**src/core/io_sample_cfg.svh**
```systemverilog
// Constants for the IO sample packet builder
`ifndef IO_SAMPLE_CFG_SVH
`define IO_SAMPLE_CFG_SVH
`define SAMPLE_SET_COUNT     16'h0001
`define DIGITAL_MASK_VALID   16'h1CFF
`define SUPPLY_BIT           7
`define ANALOG_FIELD_BASE    4'h4
`define SUPPLY_FIELD         4'h8
`define FIELD_COUNT          9
`define TEXT_TERMINATOR      8'h0D
`define ASCII_ZERO           8'h30
`define ASCII_ALPHA_OFFSET   8'h37
`define DIGIT_LIMIT          4'h9
`endif

```
**src/core/io_sample_pkg.sv**
```systemverilog
// Types shared by the IO sample packet builder
package io_sample_pkg;
  typedef enum logic [1:0] {
    BLD_IDLE,
    BLD_SEND,
    BLD_WAIT
  } build_state_t;
  typedef logic [3:0] field_idx_t;
endpackage

```
**src/core/field_emitter.sv**
```systemverilog
// Serialises one packet field as binary bytes or hex text closed by CR
`timescale 1ns/10ps
`include "io_sample_cfg.svh"
module field_emitter
  import io_sample_pkg::*;
(
  input  wire logic        clk,
  input  wire logic        rst,
  input  wire logic        start,
  input  wire logic [15:0] value,
  input  wire logic        two_byte,
  input  wire logic        text,
  input  wire logic        to_radio,
  input  wire logic        final_field,
  input  wire logic        ser_ready,
  input  wire logic        rf_ready,
  output logic             ser_valid,
  output logic             rf_valid,
  output logic [7:0]       out_data,
  output logic             out_last,
  output logic             done
);
  logic [15:0] val_r;
  logic [2:0]  remain_r;
  logic        text_r;
  logic        final_r;

  function automatic logic [7:0] hex_char(input logic [3:0] nib);
    hex_char = (nib > `DIGIT_LIMIT) ? ({4'h0, nib} + `ASCII_ALPHA_OFFSET)
                                    : ({4'h0, nib} + `ASCII_ZERO);
  endfunction

  // Half-size fields are left-aligned so the first character is always at the top
  wire [15:0] load_val  = two_byte ? value : {value[7:0], 8'h00};
  wire [2:0]  load_cnt  = text ? (two_byte ? 3'h4 : 3'h2) : (two_byte ? 3'h1 : 3'h0);
  wire [7:0]  load_char = text ? hex_char(load_val[15:12]) : load_val[15:8];
  wire        take      = (ser_valid & ser_ready) | (rf_valid & rf_ready);
  wire [15:0] val_nxt   = text_r ? {val_r[11:0], 4'h0} : {val_r[7:0], 8'h00};
  wire [7:0]  next_char = (text_r && remain_r == 3'h1) ? `TEXT_TERMINATOR
                        : (text_r ? hex_char(val_nxt[15:12]) : val_nxt[15:8]);
  wire        last_nxt  = final_r && remain_r == 3'h1;

  always_ff @(posedge clk) begin
    if (rst) begin
      val_r     <= 16'h0000;
      remain_r  <= 3'h0;
      text_r    <= 1'b0;
      final_r   <= 1'b0;
      ser_valid <= 1'b0;
      rf_valid  <= 1'b0;
      out_data  <= 8'h00;
      out_last  <= 1'b0;
      done      <= 1'b0;
    end else begin
      done <= 1'b0;
      if (start) begin
        val_r     <= load_val;
        remain_r  <= load_cnt;
        text_r    <= text;
        final_r   <= final_field;
        out_data  <= load_char;
        out_last  <= final_field && load_cnt == 3'h0;
        ser_valid <= ~to_radio;
        rf_valid  <= to_radio;
      end else if (take) begin
        if (remain_r == 3'h0) begin
          ser_valid <= 1'b0;
          rf_valid  <= 1'b0;
          out_last  <= 1'b0;
          done      <= 1'b1;
        end else begin
          val_r    <= val_nxt;
          remain_r <= remain_r - 3'h1;
          out_data <= next_char;
          out_last <= last_nxt;
        end
      end
    end
  end
endmodule // field_emitter

```
**src/core/io_sample_packet_builder.sv**
```systemverilog
// Builds an IO sample packet on a query and sends it to the serial port or radio
`timescale 1ns/10ps
`include "io_sample_cfg.svh"
// Overview of operation
// - Digital mask: bits 0-7 and 10-12 are lines, bits 8-9 always zero.
// - Analog mask: bits 0-3 for analog inputs, bit 7 for supply voltage.
// - Digital state word comes first, only when some line is digital.
// - One two-byte word per enabled analog channel; disabled channels send nothing.
// - Analog words ascend from input zero to three, supply word last.
// - Analog words carry a 10-bit reading, zero is 0 V, full scale 1.2 V.
// - A local or remote query samples all enabled channels into one packet.
// - A local query answers through the serial port.
// - A remote query alone answers over the radio to the requesting node; with a local query in the same cycle it answers on serial.
// - Text mode sends each field as hex digits ended by carriage return.
// - Framed mode sends the packet bytes as command data of a response.
// - The leading sample-set count byte is always one.
// - Supply word included only if supply at or below a nonzero threshold.
module io_sample_packet_builder
  import io_sample_pkg::*;
(
  input  wire logic        clk,
  input  wire logic        rst,
  input  wire logic        query_local,
  input  wire logic        query_remote,
  input  wire logic        framed_mode,
  input  wire logic [15:0] digital_enable,
  input  wire logic [3:0]  analog_enable,
  input  wire logic [15:0] line_state,
  input  wire logic [9:0]  analog_input_zero,
  input  wire logic [9:0]  analog_input_one,
  input  wire logic [9:0]  analog_input_two,
  input  wire logic [9:0]  analog_input_three,
  input  wire logic [9:0]  supply_reading,
  input  wire logic [9:0]  supply_threshold,
  input  wire logic        ser_ready,
  input  wire logic        rf_ready,
  output logic             ser_valid,
  output logic             rf_valid,
  output logic [7:0]       out_data,
  output logic             out_last,
  output logic             frame_data_start,
  output logic             busy
);
  build_state_t state_r;
  field_idx_t   fld_r;
  logic [15:0]  dmask_r;
  logic [7:0]   amask_r;
  logic [15:0]  dstate_r;
  logic [9:0]   ain_r [4];
  logic [9:0]   supply_r;
  logic [8:0]   present_r;
  logic         radio_r;
  logic         text_r;
  logic         start_r;
  logic         em_done;

  function automatic logic [15:0] analog_word(input logic [9:0] rd);
    analog_word = {6'h00, rd};
  endfunction

  // Snapshot decode taken at the query
  wire        query     = query_local | query_remote;
  wire [15:0] dmask_nxt = digital_enable & `DIGITAL_MASK_VALID;
  wire        supply_in = supply_threshold != 10'h000
                        && supply_reading <= supply_threshold;
  wire [7:0]  amask_nxt = {supply_in, 3'h0, analog_enable};
  // Field order: count, dmask, amask, state, analog_input_zero..3, supply
  wire [8:0]  pres_nxt  = {supply_in, analog_enable, dmask_nxt != 16'h0000, 3'h7};

  wire [15:0] fval =
      (fld_r == 4'h0) ? `SAMPLE_SET_COUNT :
      (fld_r == 4'h1) ? dmask_r :
      (fld_r == 4'h2) ? {8'h00, amask_r} :
      (fld_r == 4'h3) ? (dstate_r & dmask_r) :
      (fld_r == `SUPPLY_FIELD) ? analog_word(supply_r) :
      analog_word(ain_r[2'(fld_r - `ANALOG_FIELD_BASE)]);
  wire        two_byte  = fld_r != 4'h0 && fld_r != 4'h2;
  wire        fld_here  = present_r[fld_r];
  wire [8:0]  later     = present_r >> (fld_r + 4'h1);
  wire        is_final  = later == 9'h000;

  always_ff @(posedge clk) begin
    if (rst) begin
      state_r          <= BLD_IDLE;
      fld_r            <= 4'h0;
      dmask_r          <= 16'h0000;
      amask_r          <= 8'h00;
      dstate_r         <= 16'h0000;
      supply_r         <= 10'h000;
      present_r        <= 9'h000;
      radio_r          <= 1'b0;
      text_r           <= 1'b0;
      start_r          <= 1'b0;
      busy             <= 1'b0;
      frame_data_start <= 1'b0;
      for (int i = 0; i < 4; i++) begin
        ain_r[i] <= 10'h000;
      end
    end else begin
      start_r          <= 1'b0;
      frame_data_start <= 1'b0;
      unique case (state_r)
        BLD_IDLE: begin
          if (query) begin
            dmask_r   <= dmask_nxt;
            amask_r   <= amask_nxt;
            dstate_r  <= line_state;
            supply_r  <= supply_reading;
            ain_r[0]  <= analog_input_zero;
            ain_r[1]  <= analog_input_one;
            ain_r[2]  <= analog_input_two;
            ain_r[3]  <= analog_input_three;
            present_r <= pres_nxt;
            radio_r   <= ~query_local;
            text_r    <= query_local & ~framed_mode;
            fld_r     <= 4'h0;
            busy      <= 1'b1;
            frame_data_start <= query_local & framed_mode | ~query_local;
            state_r   <= BLD_SEND;
          end
        end
        BLD_SEND: begin
          if (fld_here) begin
            start_r <= 1'b1;
            state_r <= BLD_WAIT;
          end else begin
            fld_r <= fld_r + 4'h1;
          end
        end
        BLD_WAIT: begin
          if (em_done) begin
            if (is_final) begin
              busy    <= 1'b0;
              state_r <= BLD_IDLE;
            end else begin
              fld_r   <= fld_r + 4'h1;
              state_r <= BLD_SEND;
            end
          end
        end
      endcase
    end
  end

  field_emitter u_emitter (
    .clk         (clk),
    .rst         (rst),
    .start       (start_r),
    .value       (fval),
    .two_byte    (two_byte),
    .text        (text_r),
    .to_radio    (radio_r),
    .final_field (is_final),
    .ser_ready   (ser_ready),
    .rf_ready    (rf_ready),
    .ser_valid   (ser_valid),
    .rf_valid    (rf_valid),
    .out_data    (out_data),
    .out_last    (out_last),
    .done        (em_done)
  );
endmodule // io_sample_packet_builder

```
**config.mk**
```make
export PLATFORM = sky130hd
export DESIGN_NAME = io_sample_packet_builder
export DESIGN_NICKNAME = d
export VERILOG_FILES = /design/src/core/io_sample_pkg.sv /design/src/core/field_emitter.sv /design/src/core/io_sample_packet_builder.sv
export VERILOG_INCLUDE_DIRS = /design/src /design/src/core
export SDC_FILE = /design/constraint.sdc
export NUM_CORES = 1
export LEC_CHECK = 0
export ABC_CLOCK_PERIOD_IN_PS = 2750
export BUFFER_PORTS_ARGS = -buffer_cell sky130_fd_sc_hd__buf_2
export CORE_MARGIN = 8
export CORE_UTILIZATION = 35
export CTS_CLUSTER_SIZE = 24
export DETAILED_ROUTE_END_ITERATION = 12
export HOLD_SLACK_MARGIN = 0.1
export PLACE_DENSITY_LB_ADDON = 0.25
export SYNTH_ARGS = -nofsm -noshare
export SYNTH_HDL_FRONTEND = slang
export SYNTH_SLANG_ARGS = --single-unit
```
**constraint.sdc**
```tcl
create_clock -name clk -period 2.75 [get_ports clk]
set_input_delay 0.1375 -clock clk [delete_from_list [all_inputs] [get_ports clk]]
set_output_delay 0.1375 -clock clk [all_outputs]
set_load 0.02 [all_outputs]
```
==> results.txt <==
#FFs+latches synth = 121
final setup TNS = 0 ns
post-synthesis async set-or-reset flop share = 0%
grt ovf = 0
Post-synth top cells = nand2_1, dfxtp_1, a21oi_1, nor2_1, and2_1
clock slew at reported path FFs = 0.06 ns
vias per inst = 5.18
# setup viols final = 0
initial core utilization = 35.2%
Required @ worst endpoint = 3.03 ns
Post-Syn Area = 6530 µm²
crit-path cells = inv_4 > ha_2 > or4b_4 > o21ai_4 > inv_2 > ha_4 > or2_4 > a21oi_2 > o21ai_2 > mux2i_1 > a2111oi_2
Syn Inst Count = 726
Ant. Diodes = 0
Slew Limit Fails = 0
CTS Sinks = 121
Wirelength per Cell = 17.0 µm
count of cell types in the netlist = 76
Min-Delay Endpoint = present_r[8]$_SDFFE_PP0P_
final setup margin = 0.162 ns
Inserted Clock Buffers = 17
Setup Skew = 0.00705 ns
Hold Path Origin = supply_threshold[6]
IO Port Bufs = 105
final critical-path required period = 2.59 ns
synth top area cells = dfxtp_1, edfxtp_1, a21oi_1, nand2_1, ha_1
row count = 50
worst skew pair latency = 0.42 ns
cell depth of the worst flop-to-flop path = 11
outcome = finished, final reports clean
CP max stage delay = 0.53 ns
CP arrival = 2.87 ns
Root Driver = clkbuf_16
most frequent cell after synthesis = nand2_1
WL final = 19900 µm
RR Startpoint = fld_r[0]$_SDFFE_PP0N_
Synth area leader = dfxtp_1
worst reg-to-reg setup slack = 0.16 ns
Core Area = 18500 µm²
CP max stage cell = or4b_4
Pleak = 3.70 nW
final worst path period share = 94.1%
# H-tree levels = 4
die footprint = 23300 µm²
GRT Total Usage = 17.1%
pre-CTS setup slack = 0.0179 ns
hold depth = 4
Die W = 153 µm
Post-Syn Area per Cell = 8.99 µm²
# IOs = 116
Synth top area share = 24.8%
r2r endpoint = u_emitter.out_data[4]$_SDFFE_PP0P_
number of remaining DRC errors = 0
global-route wire length before repair = 32100 µm
Setup CP Type = register to register
Final nets = 1050
endpoints failing hold = 0
via count = 6056
worst slew pin tran = 1.15 ns
Ys Warns = 0
worst min-delay path class = input pin to register
largest fanout on the critical path = 7
number of global-route vias before repair = 6182
initial antenna violation count = 0
Post-Syn Nets = 853
RSZ-0062 raised after global routing = no
Setup crit end kind = register
share of cells above drive strength 1 = 24.3%
Top FF cell, synth = dfxtp_1
pwr dens = 813 nW/µm²
largest net degree at the start of global routing = 45
post-route insts no fill = 1170
1st-iter DRT viols = 318
Pre-antenna DRT Iters = 5
synthesis-to-layout area growth = 37.1%
Worst slew margin = 23.5%
Detail Placement HPWL = 14100 µm
GP Congestion = 0.903
maxcap violations = 0
Routed Antenna Nets = 0
sequential area share after synthesis = 43.3%
CTS Buffer Depth = 2
crit start category = register
Post-synth EDFFs = 40
Die Ht = 153 µm
VDD IR max = 0.456 mV
max frequency = 0.386 GHz
CTS tree = yes
placed insts = 1057
-- metal layers --
layer  global-route usage, %  routed length (µm)
met1                    20.7                8770
met2                    28.8                9610
met3                    4.42                1070
met4                    6.31                 429
met5                       0                   0
-- flip-flops by register name, indices dropped and copies added (netlist names), 2 cells and up, named ones only --
| name | count |
|---|---|
| supply_r | 10 |
| ain_r | 40 |
| u_emitter.out_data | 8 |
| state_r | 2 |
| dstate_r | 11 |
| u_emitter.remain_r | 3 |
| dmask_r | 11 |
| present_r | 7 |
| fld_r | 4 |
| u_emitter.val_r | 12 |
-- placed cells by master (no fill, tap or decap), drive strengths merged, types with 24 or more instances in the layout --
| master | synthesis | routed |
|---|---|---|
| dlygate4sd3 | 0 | 79 |
| inv | 34 | 36 |
| ha | 24 | 24 |
| a21oi | 80 | 80 |
| dfxtp | 81 | 81 |
| and2 | 43 | 43 |
| nand2 | 100 | 100 |
| nor2 | 51 | 51 |
| edfxtp | 40 | 40 |
| buf | 15 | 146 |
-- critical path, delay by kind of cell, from the launching register on --
kind | cells | cell delay [ns]
flops | 1 | 0.34
fa+ha+maj | 2 | 0.40
compound gates | 4 | 0.57
simple gates | 2 | 0.79
mux | 1 | 0.20
buf+inv | 2 | 0.14
-- cells by family (layout without fill, tap and decap cells) --
family,count (synthesis),after routing,synth area share [%]
AO/OA/AOI/OAI,196,196,19.9
XOR/XNOR,5,5,0.671
adder cells (fa/ha/maj),24,24,4.60
AND/OR/NAND/NOR,274,274,20.7
buffers and inverters,82,292,5.02
multiplexers,24,24,5.83
flip-flops,121,121,43.3
-- power breakdown --
part	internal [mW]	switching, mW	total (mW)
clock	1.43	0.839	2.27
combinational	1.06	1.36	2.43
sequential	2.31	0.278	2.58
-- metrics by stage --
stage | total power [mW] | utilization (%) | hold WS [ns] | instance area, µm²
floorplan | 4.17 | - | 0.232 | 6600
global placement | 4.93 | 40.6 | 0.384 | 7520
detailed placement | 4.95 | 40.6 | 0.388 | 7520
CTS | 7.30 | 48.1 | 0.108 | 8910
global route | 7.70 | 48.3 | 0.141 | 8950
finish | 7.28 | 48.3 | 0.119 | 8950
-- final cells by class --
| type | instances | area (µm²) |
|---|---|---|
| Inverter | 35 | 134 |
| Fill cell | 1768 | 9570 |
| Sequential cell | 121 | 2830 |
| Clock inverter | 14 | 171 |
| Tap cell | 234 | 293 |
| Multi-Input combinational cell | 523 | 3470 |
| Clock buffer | 18 | 429 |
| Timing Repair Buffer | 225 | 1630 |
-- repair_timing --
item,CTS,global route
endpoints found under the hold margin,80,0
resized for setup,0,7
setup endpoints to repair,0,4
buffers inserted,0,2
hold buffers,79,0
-- worst max path at each step --
stage	from	endpoint	slack, ns	depth (start not counted)
after detailed placement	fld_r[0]$_SDFFE_PP0N_	u_emitter.out_data[0]$_SDFFE_PP0P_	0.02	13
final	fld_r[0]$_SDFFE_PP0N_	u_emitter.out_data[4]$_SDFFE_PP0P_	0.16	11
after floorplan	fld_r[0]$_SDFFE_PP0N_	u_emitter.out_data[0]$_SDFFE_PP0P_	0.003	14
after global routing	fld_r[0]$_SDFFE_PP0N_	u_emitter.out_data[4]$_SDFFE_PP0P_	0.002	11
after CTS	fld_r[0]$_SDFFE_PP0N_	u_emitter.out_data[0]$_SDFFE_PP0P_	0.006	13
after global placement	fld_r[0]$_SDFFE_PP0N_	u_emitter.out_data[0]$_SDFFE_PP0P_	0.06	13
Note: power is estimated with default switching activity, not from simulation.
